<file path="config.mk">
export PLATFORM = sky130hd
export DESIGN_NAME = abi_top
export DESIGN_NICKNAME = d
export VERILOG_FILES = /design/src/include/abi_pkg.sv /design/src/verilog/abi_timer.sv /design/src/verilog/abi_parity.sv /design/src/verilog/abi_top.sv
export VERILOG_INCLUDE_DIRS = /design/src /design/src/include
export SDC_FILE = /design/constraint.sdc
export NUM_CORES = 1
export LEC_CHECK = 0
export BUFFER_PORTS_ARGS = -buffer_cell sky130_fd_sc_hd__buf_2
export CORE_ASPECT_RATIO = 1.25
export CORE_UTILIZATION = 61
export CTS_CLUSTER_DIAMETER = 30
export DETAILED_ROUTE_END_ITERATION = 10
export HOLD_SLACK_MARGIN = 0.05
export PLACE_DENSITY = 0.85
export SYNTH_ARGS = -nofsm -noshare
export SYNTH_HDL_FRONTEND = slang
export SYNTH_SLANG_ARGS = --single-unit
export TNS_END_PERCENT = 10
</file>
<file path="constraint.sdc">
create_clock -name clk_i -period 7.7 [get_ports clk_i]
set_input_delay 0 -clock clk_i [delete_from_list [all_inputs] [get_ports clk_i]]
set_output_delay 0 -clock clk_i [all_outputs]
set_load 0.02 [all_outputs]
</file>
<file path="src/include/abi_params.svh">
// offsets, field positions, error codes and timing counts of the bring-up block
`ifndef ABI_PARAMS_SVH
`define ABI_PARAMS_SVH
`define ABI_OFS_CMD_STATUS 5'h00
`define ABI_OFS_SOFT_RESET 5'h04
`define ABI_OFS_PRM_ADDR   5'h08
`define ABI_OFS_PRM_DATA   5'h0C
`define ABI_OFS_PRM_COUNT  5'h10
`define ABI_PAT_SOFT_RESET 16'hFF00
`define ABI_PAT_START      16'h9080
`define ABI_PRM_WORDS      4'hB
`define ABI_PW_OPT         4'h0
`define ABI_PW_VEC_A       4'h1
`define ABI_PW_VEC_B       4'h2
`define ABI_PW_VEC_C       4'h3
`define ABI_PW_RX_BURST    4'h4
`define ABI_PW_TX_BURST    4'h5
`define ABI_PW_ABORT       4'h6
`define ABI_PW_SCB_HI      4'h7
`define ABI_PW_SCB_LO      4'h8
`define ABI_PW_SSB_HI      4'h9
`define ABI_PW_SSB_LO      4'hA
`define ABI_OPT_ONE        15
`define ABI_OPT_PAR_A      14
`define ABI_OPT_PAR_B      13
`define ABI_OPT_BLOCK      12
`define ABI_OPT_LIST       11
`define ABI_OPT_LSTAT      10
`define ABI_OPT_RX         9
`define ABI_OPT_TX         8
`define ABI_ERR_SHORT      4'h1
`define ABI_ERR_OPTIONS    4'h2
`define ABI_ERR_RX_ODD     4'h3
`define ABI_ERR_TX_ODD     4'h4
`define ABI_ERR_ABORT      4'h5
`define ABI_ERR_SCB_ODD    4'h6
`define ABI_ERR_SSB_ODD    4'h7
`define ABI_ERR_DIO_PAR    4'h8
`define ABI_ERR_DMA_TMO    4'h9
`define ABI_ERR_DMA_PAR    4'hA
`define ABI_ERR_DMA_BUS    4'hB
`define ABI_ERR_DMA_DATA   4'hC
`define ABI_BYTES_SCB_RD   5'h06
`define ABI_BYTES_CLEAR    5'h02
`define ABI_BYTES_SSB_WR   5'h08
`define ABI_BYTES_STEAL    5'h02
`define ABI_BYTES_LIST_MAX 16'h001A
`define ABI_EXP_PATTERN    112'h0000C1E2D48BFFFFD1D7C5D9C3D4
`define ABI_DMA_WORDS      3'h7
`define ABI_SCB_WORDS      3'h3
`define ABI_CLK_HZ         64'd200000000
`define ABI_DMA_TMO_S      64'd10
`define ABI_DMA_TMO_CYC    (`ABI_DMA_TMO_S * `ABI_CLK_HZ)
`define ABI_SELFTEST_CYC   64'd1000
`endif

</file>
<file path="src/include/abi_pkg.sv">
// types shared by the bring-up and initialization block
package abi_pkg;
	typedef enum logic [2:0] {
		ST_TEST, ST_READY, ST_DMA_WR, ST_DMA_RD, ST_DONE, ST_FAIL
	} abi_state_type;

	typedef struct packed {
		logic        parity_en;
		logic        block_burst_sel;
		logic        list_burst;
		logic        lstat_burst;
		logic        rx_burst;
		logic        tx_burst;
		logic [4:0]  scb_rd_bytes;
		logic [4:0]  clear_bytes;
		logic [4:0]  ssb_wr_bytes;
		logic [15:0] rx_limit;
		logic [15:0] tx_limit;
		logic [7:0]  bus_tries;
		logic [7:0]  par_tries;
		logic [47:0] vectors;
		logic [23:0] cmd_block_ptr;
		logic [23:0] status_block_ptr;
	} abi_cfg_type;

	typedef struct packed {
		logic        valid;
		logic        write;
		logic [23:0] addr;
		logic [15:0] wdata;
	} abi_dma_req_type;
endpackage

</file>
<file path="src/verilog/abi_timer.sv">
// down counter with a level done flag, reloadable, shared by self-test and dma timeout
`timescale 1ns/1ps
module abi_timer #(
	parameter int           W       = 32,
	parameter logic [W-1:0] RST_CNT = '0
) (
	input  wire logic         clk_i,   // system clock
	input  wire logic         rst_b_i, // async reset, active low
	input  wire logic         load_i,  // restart with count_i
	input  wire logic [W-1:0] count_i, // cycles until done
	output logic              done_o   // high from expiry until next load
);
	logic [W-1:0] cnt_ff;

	// power-on reset starts a count too, so self-test runs without a load
	always_ff @(posedge clk_i or negedge rst_b_i) begin
		if (!rst_b_i) begin
			cnt_ff <= RST_CNT;
			done_o <= 1'b0;
		end else if (load_i) begin
			cnt_ff <= count_i;
			done_o <= 1'b0;
		end else if (cnt_ff != '0) begin
			cnt_ff <= cnt_ff - 1'b1;
			done_o <= (cnt_ff == W'(1));
		end
	end
endmodule

</file>
<file path="src/verilog/abi_parity.sv">
// odd parity check over a data word and its parity bit
`timescale 1ns/1ps
module abi_parity #(
	parameter int W = 16
) (
	input  wire logic [W-1:0] data_i, // data word
	input  wire logic         par_i,  // parity bit
	output logic              ok_o    // odd count of ones
);
	assign ok_o = ^{data_i, par_i};
endmodule

</file>
<file path="src/verilog/abi_top.sv">
// bring-up self-test reporting, parameter block check and dma test of the ring adapter
// Notes on behaviour
// - self-test restarts on hard reset line, soft reset access, or FF00 write.
// - pass sets init-ready, clears test, failure and code bits.
// - fault leaves test and failure set with a four-bit code.
// - fault codes 0 to 6 name the failing self-test stage.
// - device writes then reads back both host blocks and compares.
// - failed dma tests report an error instead of finishing.
// - both parity bits set enables odd parity checks on dio and dma.
// - block burst option gives six, two and eight byte bursts.
// - list burst option bursts the list length, at most 26 bytes.
// - list status burst option selects burst writes of list status.
// - options select burst for receive and transmit data.
// - one of six configured vectors is presented for interrupt codes 0 and 2 to 6, zero for codes 1 and 7.
// - receive burst limit, zero means whole, ignored in cycle steal.
// - transmit burst limit always applies, zero means whole transfer.
// - aborted dma retried up to bus or parity limits, zero forbidden.
// - block pointers use low 24 bits and must be even.
// - status bits: init-ready, self-test running, failure flag.
// - success clears init-ready, test and failure together.
// - bad parameters are rejected with distinct codes in the low nibble.
`timescale 1ns/1ps
`include "abi_params.svh"
module abi_top import abi_pkg::*; #(
	parameter logic [31:0] DMA_TMO_CYC  = 32'(`ABI_DMA_TMO_CYC),
	parameter logic [31:0] SELFTEST_CYC = 32'(`ABI_SELFTEST_CYC)
) (
	input  wire logic      clk_i,                  // 200 MHz system clock
	input  wire logic      rst_b_i,                // async reset, active low
	input  wire logic      host_hard_reset_line_i, // host reset drive, high
	input  wire logic [4:0]  avs_address_i,        // byte address
	input  wire logic        avs_read_i,           // read request
	input  wire logic        avs_write_i,          // write request
	input  wire logic [31:0] avs_writedata_i,      // write data
	output logic      [31:0] avs_readdata_o,       // read data
	output logic             avs_waitrequest_o,    // stall
	input  wire logic        dio_par_i,            // parity of writedata[15:0]
	input  wire logic        bist_fail_i,          // self-test saw a fault
	input  wire logic [3:0]  bist_code_i,          // fault code of self-test
	output abi_dma_req_type  dma_req_o,            // dma request to host memory
	input  wire logic        dma_ack_i,            // dma cycle finished
	input  wire logic [15:0] dma_rdata_i,          // dma read data
	input  wire logic        dma_rpar_i,           // parity of dma read data
	input  wire logic        dma_bus_err_i,        // dma ended with bus error
	input  wire logic        dma_par_err_i,        // host saw write parity error
	input  wire logic [2:0]  int_code_i,           // pending interrupt code
	output logic      [7:0]  vector_o,             // vector for the host bus
	input  wire logic [15:0] list_len_i,           // length of next list
	output logic      [4:0]  list_bytes_o,         // burst bytes for that list
	output abi_cfg_type      cfg_o                 // accepted parameters
);
	abi_state_type state_ff, nxt_state;
	logic [3:0]  code_ff, nxt_code;
	logic        init_ff, nxt_init, test_ff, nxt_test, err_ff, nxt_err;
	logic [8:0]  host_bits_ff;
	logic [15:0] prm_ff [`ABI_PRM_WORDS];
	logic [3:0]  pidx_ff, wcnt_ff;
	logic [2:0]  didx_ff, nxt_didx;
	logic [7:0]  btry_ff, nxt_btry, ptry_ff, nxt_ptry;
	abi_dma_req_type nxt_req;
	abi_cfg_type     nxt_cfg;
	logic        tmr_load, fail;
	logic [31:0] tmr_cnt;
	logic [3:0]  fail_code;

	// bus decode; an access takes effect in the cycle waitrequest is low
	wire        acc      = (avs_read_i | avs_write_i) & ~avs_waitrequest_o;
	wire        wr       = acc & avs_write_i;
	wire [15:0] wd       = avs_writedata_i[15:0];
	wire        hit_cs   = (avs_address_i == `ABI_OFS_CMD_STATUS);
	wire        hit_rst  = (avs_address_i == `ABI_OFS_SOFT_RESET);
	wire        hit_pa   = (avs_address_i == `ABI_OFS_PRM_ADDR);
	wire        hit_pd   = (avs_address_i == `ABI_OFS_PRM_DATA);
	wire        hit_cnt  = (avs_address_i == `ABI_OFS_PRM_COUNT);
	wire        soft_rst = host_hard_reset_line_i | (acc & hit_rst)
		| (wr & hit_cs & (wd == `ABI_PAT_SOFT_RESET));
	wire        start    = wr & hit_cs & (wd == `ABI_PAT_START);
	wire        cs_write = wr & hit_cs & ~soft_rst & ~start;
	wire        pd_write = wr & hit_pd & (pidx_ff < `ABI_PRM_WORDS);
	wire [15:0] csr_val  = {host_bits_ff, init_ff, test_ff, err_ff, code_ff};
	wire [15:0] prm_rd   = (pidx_ff < `ABI_PRM_WORDS) ? prm_ff[pidx_ff] : 16'h0000;
	wire [31:0] rd_mux   = hit_cs  ? {16'h0000, csr_val} :
		hit_pa  ? {28'h0000000, pidx_ff} :
		hit_pd  ? {16'h0000, prm_rd} :
		hit_cnt ? {28'h0000000, wcnt_ff} : 32'h00000000;

	// parameter block checks, first failing one wins
	wire [15:0] opt      = prm_ff[`ABI_PW_OPT];
	wire        par_on   = opt[`ABI_OPT_PAR_A] & opt[`ABI_OPT_PAR_B];
	wire        opt_bad  = ~opt[`ABI_OPT_ONE] | (opt[7:0] != 8'h00)
		| (opt[`ABI_OPT_PAR_A] != opt[`ABI_OPT_PAR_B]);
	wire        abort_z  = (prm_ff[`ABI_PW_ABORT][15:8] == 8'h00)
		| (prm_ff[`ABI_PW_ABORT][7:0] == 8'h00);
	wire [3:0]  prm_code = (wcnt_ff != `ABI_PRM_WORDS) ? `ABI_ERR_SHORT :
		opt_bad                      ? `ABI_ERR_OPTIONS :
		prm_ff[`ABI_PW_RX_BURST][0]  ? `ABI_ERR_RX_ODD  :
		prm_ff[`ABI_PW_TX_BURST][0]  ? `ABI_ERR_TX_ODD  :
		abort_z                      ? `ABI_ERR_ABORT   :
		prm_ff[`ABI_PW_SCB_LO][0]    ? `ABI_ERR_SCB_ODD :
		prm_ff[`ABI_PW_SSB_LO][0]    ? `ABI_ERR_SSB_ODD : 4'h0;
	wire        dio_ok;
	wire        dma_ok;
	wire        dio_bad  = par_on & ~dio_ok;

	// configuration taken from the block once it is accepted
	wire        blk      = opt[`ABI_OPT_BLOCK];
	abi_cfg_type prm_cfg;
	assign prm_cfg.parity_en        = par_on;
	assign prm_cfg.block_burst_sel  = blk;
	assign prm_cfg.list_burst       = opt[`ABI_OPT_LIST];
	assign prm_cfg.lstat_burst      = opt[`ABI_OPT_LSTAT];
	assign prm_cfg.rx_burst         = opt[`ABI_OPT_RX];
	assign prm_cfg.tx_burst         = opt[`ABI_OPT_TX];
	assign prm_cfg.scb_rd_bytes     = blk ? `ABI_BYTES_SCB_RD : `ABI_BYTES_STEAL;
	assign prm_cfg.clear_bytes      = blk ? `ABI_BYTES_CLEAR : `ABI_BYTES_STEAL;
	assign prm_cfg.ssb_wr_bytes     = blk ? `ABI_BYTES_SSB_WR : `ABI_BYTES_STEAL;
	// receive limit has no meaning in cycle steal, so it reads as zero there
	assign prm_cfg.rx_limit         = opt[`ABI_OPT_RX] ? prm_ff[`ABI_PW_RX_BURST] : 16'h0000;
	assign prm_cfg.tx_limit         = prm_ff[`ABI_PW_TX_BURST];
	assign prm_cfg.bus_tries        = prm_ff[`ABI_PW_ABORT][15:8];
	assign prm_cfg.par_tries        = prm_ff[`ABI_PW_ABORT][7:0];
	assign prm_cfg.vectors          = {prm_ff[`ABI_PW_VEC_A], prm_ff[`ABI_PW_VEC_B],
		prm_ff[`ABI_PW_VEC_C]};
	assign prm_cfg.cmd_block_ptr    = {prm_ff[`ABI_PW_SCB_HI][7:0], prm_ff[`ABI_PW_SCB_LO]};
	assign prm_cfg.status_block_ptr = {prm_ff[`ABI_PW_SSB_HI][7:0], prm_ff[`ABI_PW_SSB_LO]};

	// dma test word: three command block words, then four status block words
	wire        in_scb   = (didx_ff < `ABI_SCB_WORDS);
	wire [23:0] dma_addr = in_scb ? cfg_o.cmd_block_ptr + {20'h00000, didx_ff, 1'b0}
		: cfg_o.status_block_ptr + {20'h00000, didx_ff - `ABI_SCB_WORDS, 1'b0};
	wire [111:0] exp_all = `ABI_EXP_PATTERN;
	wire [15:0] exp_w    = exp_all[7'(111 - 16 * int'(didx_ff)) -: 16];
	wire        rd_phase = (state_ff == ST_DMA_RD);
	wire        par_err  = cfg_o.parity_en & (rd_phase ? ~dma_ok : dma_par_err_i);
	wire [7:0]  btry_inc = btry_ff + 8'h01;
	wire [7:0]  ptry_inc = ptry_ff + 8'h01;
	wire        tmr_done;

	// vector and list burst selection
	wire [7:0]  vec_mux  = (int_code_i == 3'h4) ? cfg_o.vectors[47:40] :
		(int_code_i == 3'h6) ? cfg_o.vectors[39:32] :
		(int_code_i == 3'h5) ? cfg_o.vectors[31:24] :
		(int_code_i == 3'h2) ? cfg_o.vectors[23:16] :
		(int_code_i == 3'h3) ? cfg_o.vectors[15:8]  :
		(int_code_i == 3'h0) ? cfg_o.vectors[7:0]   : 8'h00;
	wire [15:0] list_cap = (list_len_i > `ABI_BYTES_LIST_MAX) ? `ABI_BYTES_LIST_MAX
		: list_len_i;
	wire [4:0]  list_nxt = cfg_o.list_burst ? list_cap[4:0] : `ABI_BYTES_STEAL;

	abi_parity #(.W(16)) u_par_dio (
		.data_i (wd),
		.par_i  (dio_par_i),
		.ok_o   (dio_ok)
	);

	abi_parity #(.W(16)) u_par_dma (
		.data_i (dma_rdata_i),
		.par_i  (dma_rpar_i),
		.ok_o   (dma_ok)
	);

	abi_timer #(.W(32), .RST_CNT(SELFTEST_CYC)) u_timer (
		.clk_i   (clk_i),
		.rst_b_i (rst_b_i),
		.load_i  (tmr_load),
		.count_i (tmr_cnt),
		.done_o  (tmr_done)
	);

	always_comb begin
		nxt_state = state_ff;
		nxt_code  = code_ff;
		nxt_init  = init_ff;
		nxt_test  = test_ff;
		nxt_err   = err_ff;
		nxt_didx  = didx_ff;
		nxt_btry  = btry_ff;
		nxt_ptry  = ptry_ff;
		nxt_req   = dma_req_o;
		nxt_cfg   = cfg_o;
		tmr_load  = 1'b0;
		tmr_cnt   = SELFTEST_CYC;
		fail      = 1'b0;
		fail_code = 4'h0;
		if (soft_rst) begin
			nxt_state     = ST_TEST;
			nxt_test      = 1'b1;
			nxt_init      = 1'b0;
			nxt_err       = 1'b0;
			nxt_code      = 4'h0;
			nxt_req.valid = 1'b0;
			tmr_load      = 1'b1;
		end else begin
			unique case (state_ff)
				ST_TEST: if (tmr_done) begin
					if (bist_fail_i) begin
						fail      = 1'b1;
						fail_code = bist_code_i;
					end else begin
						nxt_state = ST_READY;
						nxt_init  = 1'b1;
						nxt_test  = 1'b0;
						nxt_err   = 1'b0;
						nxt_code  = 4'h0;
					end
				end
				ST_READY: if (start) begin
					if (dio_bad) begin
						fail      = 1'b1;
						fail_code = `ABI_ERR_DIO_PAR;
					end else if (prm_code != 4'h0) begin
						fail      = 1'b1;
						fail_code = prm_code;
					end else begin
						nxt_cfg   = prm_cfg;
						nxt_state = ST_DMA_WR;
						nxt_didx  = 3'h0;
						nxt_btry  = 8'h00;
						nxt_ptry  = 8'h00;
						tmr_load  = 1'b1;
						tmr_cnt   = DMA_TMO_CYC;
					end
				end
				ST_DMA_WR, ST_DMA_RD: begin
					if (tmr_done) begin
						fail      = 1'b1;
						fail_code = `ABI_ERR_DMA_TMO;
					end else if (!dma_req_o.valid) begin
						nxt_req.valid = 1'b1;
						nxt_req.write = ~rd_phase;
						nxt_req.addr  = {dma_addr[23:1], 1'b0};
						nxt_req.wdata = exp_w;
					end else if (dma_ack_i) begin
						nxt_req.valid = 1'b0;
						if (dma_bus_err_i) begin
							nxt_btry  = btry_inc;
							fail      = (btry_inc >= cfg_o.bus_tries);
							fail_code = `ABI_ERR_DMA_BUS;
						end else if (par_err) begin
							nxt_ptry  = ptry_inc;
							fail      = (ptry_inc >= cfg_o.par_tries);
							fail_code = `ABI_ERR_DMA_PAR;
						end else if (rd_phase && dma_rdata_i != exp_w) begin
							fail      = 1'b1;
							fail_code = `ABI_ERR_DMA_DATA;
						end else begin
							nxt_btry = 8'h00;
							nxt_ptry = 8'h00;
							nxt_didx = didx_ff + 3'h1;
							if (didx_ff == `ABI_DMA_WORDS - 3'h1) begin
								nxt_didx  = 3'h0;
								nxt_state = rd_phase ? ST_DONE : ST_DMA_RD;
								if (rd_phase) begin
									nxt_init = 1'b0;
									nxt_test = 1'b0;
									nxt_err  = 1'b0;
								end
							end
						end
					end
				end
				ST_DONE, ST_FAIL: begin
				end
			endcase
			if (fail) begin
				nxt_state     = ST_FAIL;
				nxt_err       = 1'b1;
				nxt_code      = fail_code;
				nxt_req.valid = 1'b0;
			end
		end
	end

	always_ff @(posedge clk_i or negedge rst_b_i) begin
		if (!rst_b_i) begin
			avs_waitrequest_o <= 1'b1;
			avs_readdata_o    <= 32'h00000000;
		end else begin
			avs_waitrequest_o <= ~((avs_read_i | avs_write_i) & avs_waitrequest_o);
			avs_readdata_o    <= rd_mux;
		end
	end

	always_ff @(posedge clk_i or negedge rst_b_i) begin
		if (!rst_b_i) begin
			state_ff <= ST_TEST;
			code_ff  <= 4'h0;
			init_ff  <= 1'b0;
			test_ff  <= 1'b1;
			err_ff   <= 1'b0;
		end else begin
			state_ff <= nxt_state;
			code_ff  <= nxt_code;
			init_ff  <= nxt_init;
			test_ff  <= nxt_test;
			err_ff   <= nxt_err;
		end
	end

	always_ff @(posedge clk_i or negedge rst_b_i) begin
		if (!rst_b_i) begin
			didx_ff   <= 3'h0;
			btry_ff   <= 8'h00;
			ptry_ff   <= 8'h00;
			dma_req_o <= '0;
			cfg_o     <= '0;
		end else begin
			didx_ff   <= nxt_didx;
			btry_ff   <= nxt_btry;
			ptry_ff   <= nxt_ptry;
			dma_req_o <= nxt_req;
			cfg_o     <= nxt_cfg;
		end
	end

	// a soft reset zeroes the word count and index but keeps the stored words, so a stale count never passes
	always_ff @(posedge clk_i or negedge rst_b_i) begin
		if (!rst_b_i) begin
			host_bits_ff <= 9'h000;
			pidx_ff      <= 4'h0;
			wcnt_ff      <= 4'h0;
		end else if (soft_rst) begin
			host_bits_ff <= 9'h000;
			pidx_ff      <= 4'h0;
			wcnt_ff      <= 4'h0;
		end else begin
			if (cs_write)
				host_bits_ff <= wd[15:7];
			if (wr & hit_pa)
				pidx_ff <= wd[3:0];
			else if (pd_write)
				pidx_ff <= pidx_ff + 4'h1;
			if (pd_write && wcnt_ff != `ABI_PRM_WORDS)
				wcnt_ff <= wcnt_ff + 4'h1;
		end
	end

	always_ff @(posedge clk_i) begin
		if (pd_write)
			prm_ff[pidx_ff] <= wd;
	end

	always_ff @(posedge clk_i or negedge rst_b_i) begin
		if (!rst_b_i) begin
			vector_o     <= 8'h00;
			list_bytes_o <= 5'h00;
		end else begin
			vector_o     <= vec_mux;
			list_bytes_o <= list_nxt;
		end
	end
endmodule

</file>
=== After elaboration in Yosys (flattened, before gate mapping) ===
Memories as Yosys holds them, arrays and structs flattened. A register that Yosys moved wholly into a read port is not among the register bits.
Index checks and enable logic that the tools add are counted.

* Reductions and logical operators: 39
* Order comparisons: 5
* Shift operators: 1
* Muxes and demuxes: 146
* $add $sub $neg: 10
* Bitwise gates (word level): 33
* Eq/ne operators: 56

{| class="wikitable"
|+ Operators with widths
! kind !! count
|-
| $mux W8 || 20
|-
| $mux W31 || 5
|-
| $shiftx A127 B7 Y16 const A || 1
|-
| $mux W3 || 34
|-
| $mux W4 || 22
|-
| $mux W42 || 2
|-
| $mux W16 || 5
|-
| $mux W32 || 2
|-
| $ne A4 B4 Y1 const B || 13
|-
| $add A24 B4 Y24 || 2
|-
| $mux W1 || 42
|-
| $mux W41 || 1
|-
| $ne A3 B3 Y1 const B || 13
|-
| $reduce_xor A17 Y1 || 2
|-
| $reduce_and A11 Y1 || 3
|-
| $eq A16 B16 Y1 const B || 2
|-
| $eq A32 B1 Y1 const B || 1
|-
| $pmux W8 S2 || 2
|-
| $reduce_bool A32 Y1 || 1
|-
| $sub A32 B1 Y32 const B || 1
|-
| $mux W24 || 1
|-
| $reduce_and A10 Y1 || 2
|-
| $mux W9 || 2
|-
| $ne A2 B2 Y1 const B || 9
|-
| 45 further kinds || 102
|}

* Logic and storage cells: 327
* Input port bits: 87
* Memory bits (writable): 176
* Register bits: 263
* Memories: 1

{| class="wikitable"
|+ Memories
! name !! words !! bits a word !! read ports !! clocked after Yosys merged registers in !! wr ports !! line !! source
|-
| prm_ff || 11 || 16 || 12 || 5 || 1 || abi_top.sv:56 || <nowiki>logic [15:0] prm_ff [`ABI_PRM_WORDS];</nowiki>
|}

=== Depth between registers and ports, before layout ===
An unclocked memory read counts as a cell.

* Depth in word-level cells: 16
* Gate-level depth with buffers: 14
* Depth with buffers taken out: 12

=== Modules after synthesis ===
A second synthesis with hierarchy kept.

* Cell total of the unflattened synthesis: 2046
* Area, all modules: 23278.6 sq um

{| class="wikitable"
|+ By module, submodules not included
! module !! times used !! cells an instance !! area each (sq um)
|-
| abi_top || 1 || 1804 || 20956.3
|-
| abi_timer || 1 || 212 || 2031.9
|-
| abi_parity || 2 || 15 || 145.1
|}

=== Least setup slack after synthesis ===
Ideal clock, no wire load.

* Kind: register to register
* From: reg didx_ff[0]
* To: reg state_ff[0]
* Stages on the path, launching flop included: 13
* Required time: 7539 ps
* Slack: 4437 ps
* Path buffers: 2
* Period minus slack after synthesis: 3263 ps
* Arrival time: 3102 ps
* Setup time: 161 ps
* Cell sequence: dfrtp_1 clkbuf_1 inv_1 ha_1 buf_2 xnor2_1 xnor2_1 a31oi_1 o41ai_4 o31ai_2 or4_1 nor3_1 a2111oi_0

* Cells in the longest elaborated chain, start to end: 14

{| class="wikitable"
|+ Ends and longest elaborated chain
! item !! line !! source
|-
| start, declared || abi_top.sv:58 || <nowiki>logic [2:0] didx_ff, nxt_didx;</nowiki>
|-
| start signal, assigned || abi_top.sv:308 || <nowiki>didx_ff <= nxt_didx;</nowiki>
|-
| $sub A7 B7 Y7 || abi_top.sv:132 || <nowiki>wire [15:0] exp_w = exp_all[7'(111 - 16 * int'(didx_ff)) -: 16];</nowiki>
|-
| $shiftx A127 B7 Y16 || abi_top.sv:132 ||
|-
| $ne A16 B16 Y1 || abi_top.sv:243 || <nowiki>end else if (rd_phase && dma_rdata_i != exp_w) begin</nowiki>
|-
| $logic_and A1 B1 Y1 || abi_top.sv:243 ||
|-
| $mux W1 || abi_top.sv:243 ||
|-
| $mux W1 || abi_top.sv:239 || <nowiki>end else if (par_err) begin</nowiki>
|-
| $mux W1 || abi_top.sv:235 || <nowiki>if (dma_bus_err_i) begin</nowiki>
|-
| $mux W1 || abi_top.sv:233 || <nowiki>end else if (dma_ack_i) begin</nowiki>
|-
| $mux W1 || abi_top.sv:228 || <nowiki>end else if (!dma_req_o.valid) begin</nowiki>
|-
| $mux W1 || abi_top.sv:225 || <nowiki>if (tmr_done) begin</nowiki>
|-
| $pmux W1 S3 || abi_top.sv:194 || <nowiki>unique case (state_ff)</nowiki>
|-
| $mux W1 || abi_top.sv:185 || <nowiki>if (soft_rst) begin</nowiki>
|-
| $ne A4 B3 Y1 (no line), or another cell as far along || -- ||
|-
| $reduce_and A13 Y1 (no line) / $mux W3 (equally long branches) || -- ||
|-
| end signal, assigned || abi_top.sv:292 || <nowiki>state_ff <= nxt_state;</nowiki>
|-
| end, declared || abi_top.sv:52 || <nowiki>abi_state_type state_ff, nxt_state;</nowiki>
|}

Parallel ways exist; a longest one is shown, timed or not. The select of a mux whose other input is x is not followed.
A chain may end at the register's enable or synchronous reset.

=== Final worst setup path ===
* From: reg didx_ff[0]
* To: reg code_ff[2]

* Cells in the longest elaborated chain, start to end: 14

{| class="wikitable"
|+ Ends and longest elaborated chain
! item !! line !! source
|-
| $sub A7 B7 Y7 (*) || abi_top.sv:132 ||
|-
| $shiftx A127 B7 Y16 (*) || abi_top.sv:132 ||
|-
| $ne A16 B16 Y1 (*) || abi_top.sv:243 ||
|-
| $logic_and A1 B1 Y1 (*) || abi_top.sv:243 ||
|-
| $mux W1 || abi_top.sv:243 ||
|-
| $mux W1 || abi_top.sv:239 ||
|-
| $mux W1 || abi_top.sv:235 ||
|-
| $mux W1 || abi_top.sv:233 ||
|-
| $mux W1 || abi_top.sv:228 ||
|-
| $mux W1 || abi_top.sv:225 ||
|-
| $pmux W1 S3 || abi_top.sv:194 ||
|-
| $mux W1 || abi_top.sv:185 ||
|-
| $ne A3 B1 Y1 (no line), or another cell as far along || -- ||
|-
| $reduce_and A3 Y1 (no line) / $mux W4 (equally long branches) || -- ||
|-
| end signal, assigned || abi_top.sv:293 || <nowiki>code_ff <= nxt_code;</nowiki>
|-
| end, declared || abi_top.sv:53 || <nowiki>logic [3:0] code_ff, nxt_code;</nowiki>
|}

Every way passes the cells marked *; elsewhere a longest branch is shown, timed or not. The select of a mux whose other input is x is not followed.

==> impl_metrics.ini <==
[grt]
grt_max_degree = 161
gr-total-overflow = 0
antenna_found_initial = 1
track_usage_pct = 37.2
grt_pass1_wl_um = 105000
grt_pass1_vias = 18418

[place]
dp_hpwl_um = 43200
portBuffers = 296
gp_congestion = 0.924
pre_cts_ws_ns = 3.81

[critical_path]
crit_fanout = 12
arrival_ns = 4.74
critPathCaptureType = flip-flop
crit_family = compound AO/OA/AOI/OAI gates
crit_type = flip-flop to flip-flop
slowest_stage = o41ai_4
cp_cell_sequence = inv_1, ha_1, xnor2_1, xnor2_1, a31oi_1, o41ai_4, a221oi_1, a211oi_2, o311ai_0, a31oi_1, dlygate4sd3_1
required_ns = 8.22
max_stage_delay_ns = 0.63
cp_num_buf_inv = 2
start_kind = flip-flop

[timing]
slew_viol_final = 0
relSlewSlack_pct = 10.6
setup_viol = 0
timing.final.ws_setup_ns = 3.48
clock.fmax_mhz = 237
tns_ns = 0
fin_crit_ns = 4.22
rsz0062_at_grt = no
tightest_slew_ns = 1.34
finalCritPeriodShare_pct = 54.9
clock_skew_ns = 0.0427
hold_viol_final = 0

[clock_tree]
clk_path_buf_depth = 3
cts-htree-levels = 3
clock_sinks = 485
cts_root_buf = clkbuf_16
cts_tree = built
cts_buffers = 76
clk_latency_ns = 0.60
ctsResizeCount = 0
clk_pin_slew_worst_paths_ns = 0.05

[yosys]
ys.flop_type = dfrtp_1
netlist_instances = 2025
synth_cell_types = 78
synth-seq-area-share_pct = 58.1
synth_edf_count = 192
syn-cell-area_um2 = 22600
synth.ff_latch_count = 485
synthArstFlopShare_pct = 60.4
synth_area_per_cell_um2 = 11.1
yosys_warnings = 0

[floorplan]
core_um2 = 36400
rows = 78
dieArea_um2 = 37800
die_h_um = 217
initial_core_util_pct = 62.0
io_pins = 340
die_x_um = 174

[drt]
drt-vias-per-instance = 6.27
wl_um = 69200
drc = 0
vias = 18282
drtPass1Iterations = 7
ant_nets = 0
drt_iter0_markers = 2626
wl_per_cell_um = 23.7

[cells_and_area]
drive_gt1_share_pct = 21.6
final_util_pct = 75.4
fin_nets = 2496
area_growth_syn_to_layout_pct = 21.6

[hold_path]
hp-class = primary input to flip-flop

[pwr]
total_leakage_power_nw = 12.7
vdd_ir_drop_max_mv = 0.173
powerDensity_nw_per_um2 = 246

[outcome]
status = finished clean

[flow_run]
cap_violations = 0
[cells by family (layout without fill, tap and decap cells)]
kind of cell,count (synthesis),in the layout,synth area share (%)
AND/OR/NAND/NOR,822,822,15.9
buffers and inverters,181,551,3.76
adder cells (fa/ha/maj),36,36,2.06
flip-flops,485,485,58.1
XOR/XNOR,109,109,4.69
multiplexers,109,109,7.57
other,1,44,0.0166
AO/OA/AOI/OAI,282,282,7.90
[layout by cell type (no fill, tap or decap), drive strengths merged, types with 9 or more instances in the layout]
master       synthesis  final
nand2              518    518
buf                 63    307
dfrtp              285    285
edfxtp             192    192
o21ai              109    109
nor2                94     94
clkbuf              64     91
inv                 54     75
xnor2               69     69
a21oi               60     60
mux2i               51     51
mux4                48     48
dlygate4sd3          0     48
conb                 1     43
ha                  34     34
nand3               34     34
xor2                33     33
nor3                33     33
and2                22     22
and3                20     20
nor4                19     19
clkinv               0     19
o22ai               17     17
nand4               15     15
a21o                15     15
nand2b              14     14
nor2b               13     13
a22o                11     11
mux2                10     10
or3                  9      9
a221oi               9      9
[cell usage after synthesis (all sizes together) (22+ instances only)]
cell type | count | area share (%)
xnor2 | 69 | 2.7
clkbuf | 64 | 1.1
nand2 | 518 | 8.6
nand3 | 34 | 0.75
and2 | 22 | 0.61
o21ai | 109 | 2.4
nor2 | 94 | 1.6
a21oi | 60 | 1.3
buf | 63 | 1.8
ha | 34 | 1.9
edfxtp | 192 | 26
dfrtp | 285 | 32
inv | 54 | 0.90
mux4 | 48 | 4.8
mux2i | 51 | 2.3
xor2 | 33 | 1.3
nor3 | 33 | 0.80
[power breakdown]
group,total [mW],switching [mW],leakage [nW],internal [mW]
Combinational,0.462,0.297,5.68,0.165
Sequential,2.78,0.0427,5.70,2.74
Clock,3.52,1.31,1.31,2.21
Total,6.77,1.65,12.7,5.11
[cell type report]
| class | instances | area (um2) |
|---|---|---|
| Sequential cell | 485 | 13100 |
| Multi-Input combinational cell | 1401 | 8810 |
| Timing Repair Buffer | 355 | 2080 |
| Fill cell | 2153 | 8940 |
| Clock buffer | 91 | 2080 |
| Tap cell | 480 | 601 |
| Inverter | 54 | 203 |
| Clock inverter | 51 | 577 |
| Antenna cell | 1 | 2.50 |
[sequential cells by signal, summed over array words and instances (netlist names), 4 cells and up]
| register | cells |
|---|---|
| prm_ff | 192 |
| cfg_o | 152 |
| dma_req_o | 32 |
| u_timer.cnt_ff | 32 |
| avs_readdata_o | 16 |
| host_bits_ff | 9 |
| btry_ff | 8 |
| ptry_ff | 8 |
| vector_o | 8 |
| list_bytes_o | 5 |
| code_ff | 4 |
| pidx_ff | 4 |
| wcnt_ff | 4 |
[tightest hold or removal path, stage by stage]
cell	delay (ns)
buf_2	0.10
o211ai_1	0.14
nor3_1	0.19
mux2_4	0.18
[through the flow]
stage / hold WS (ns) / area (um2) / total power, mW / cells
2_1_floorplan: -0.296 / 22700 / 3.11 / 2067
3_3_place_gp: 0.165 / 24300 / 3.24 / 2727
3_5_place_dp: 0.176 / 24300 / 3.26 / 2727
4_1_cts: 0.0586 / 27500 / 6.77 / 2917
5_1_grt: 0.105 / 27500 / 6.94 / 2918
6_report: 0.0749 / 27500 / 6.77 / 2918
[routing by layer]
layer / track usage, % / wire, um
met1: 43.3 / 22900
met2: 61.6 / 34000
met3: 8.16 / 7020
met4: 26.2 / 5240
met5: 0 / 0
[path summary, 6_finish.rpt]
path	startpoint	to	slack, ns	cells after the start
setup / recovery	didx_ff[0]	code_ff[2]	3.48	11
hold / removal	dma_par_err_i	ptry_ff[0]	0.07	4
setup reg to reg	didx_ff[0]	code_ff[2]	3.48	11
hold reg to reg	cfg_o[114]	cfg_o[114]	0.46	2
max in group asynchronous	rst_b_i	list_bytes_o[2]	6.11	3
min in group asynchronous	rst_b_i	btry_ff[3]	0.10	2
[repair_timing]
item | 4_1_cts | 5_1_grt
hold buffers | 48 | 0
endpoints found under the setup margin | 0 | 0
setup buffers | 0 | 0
hold endpoints to repair | 374 | 0
Note: power is estimated with default switching activity, not from simulation.
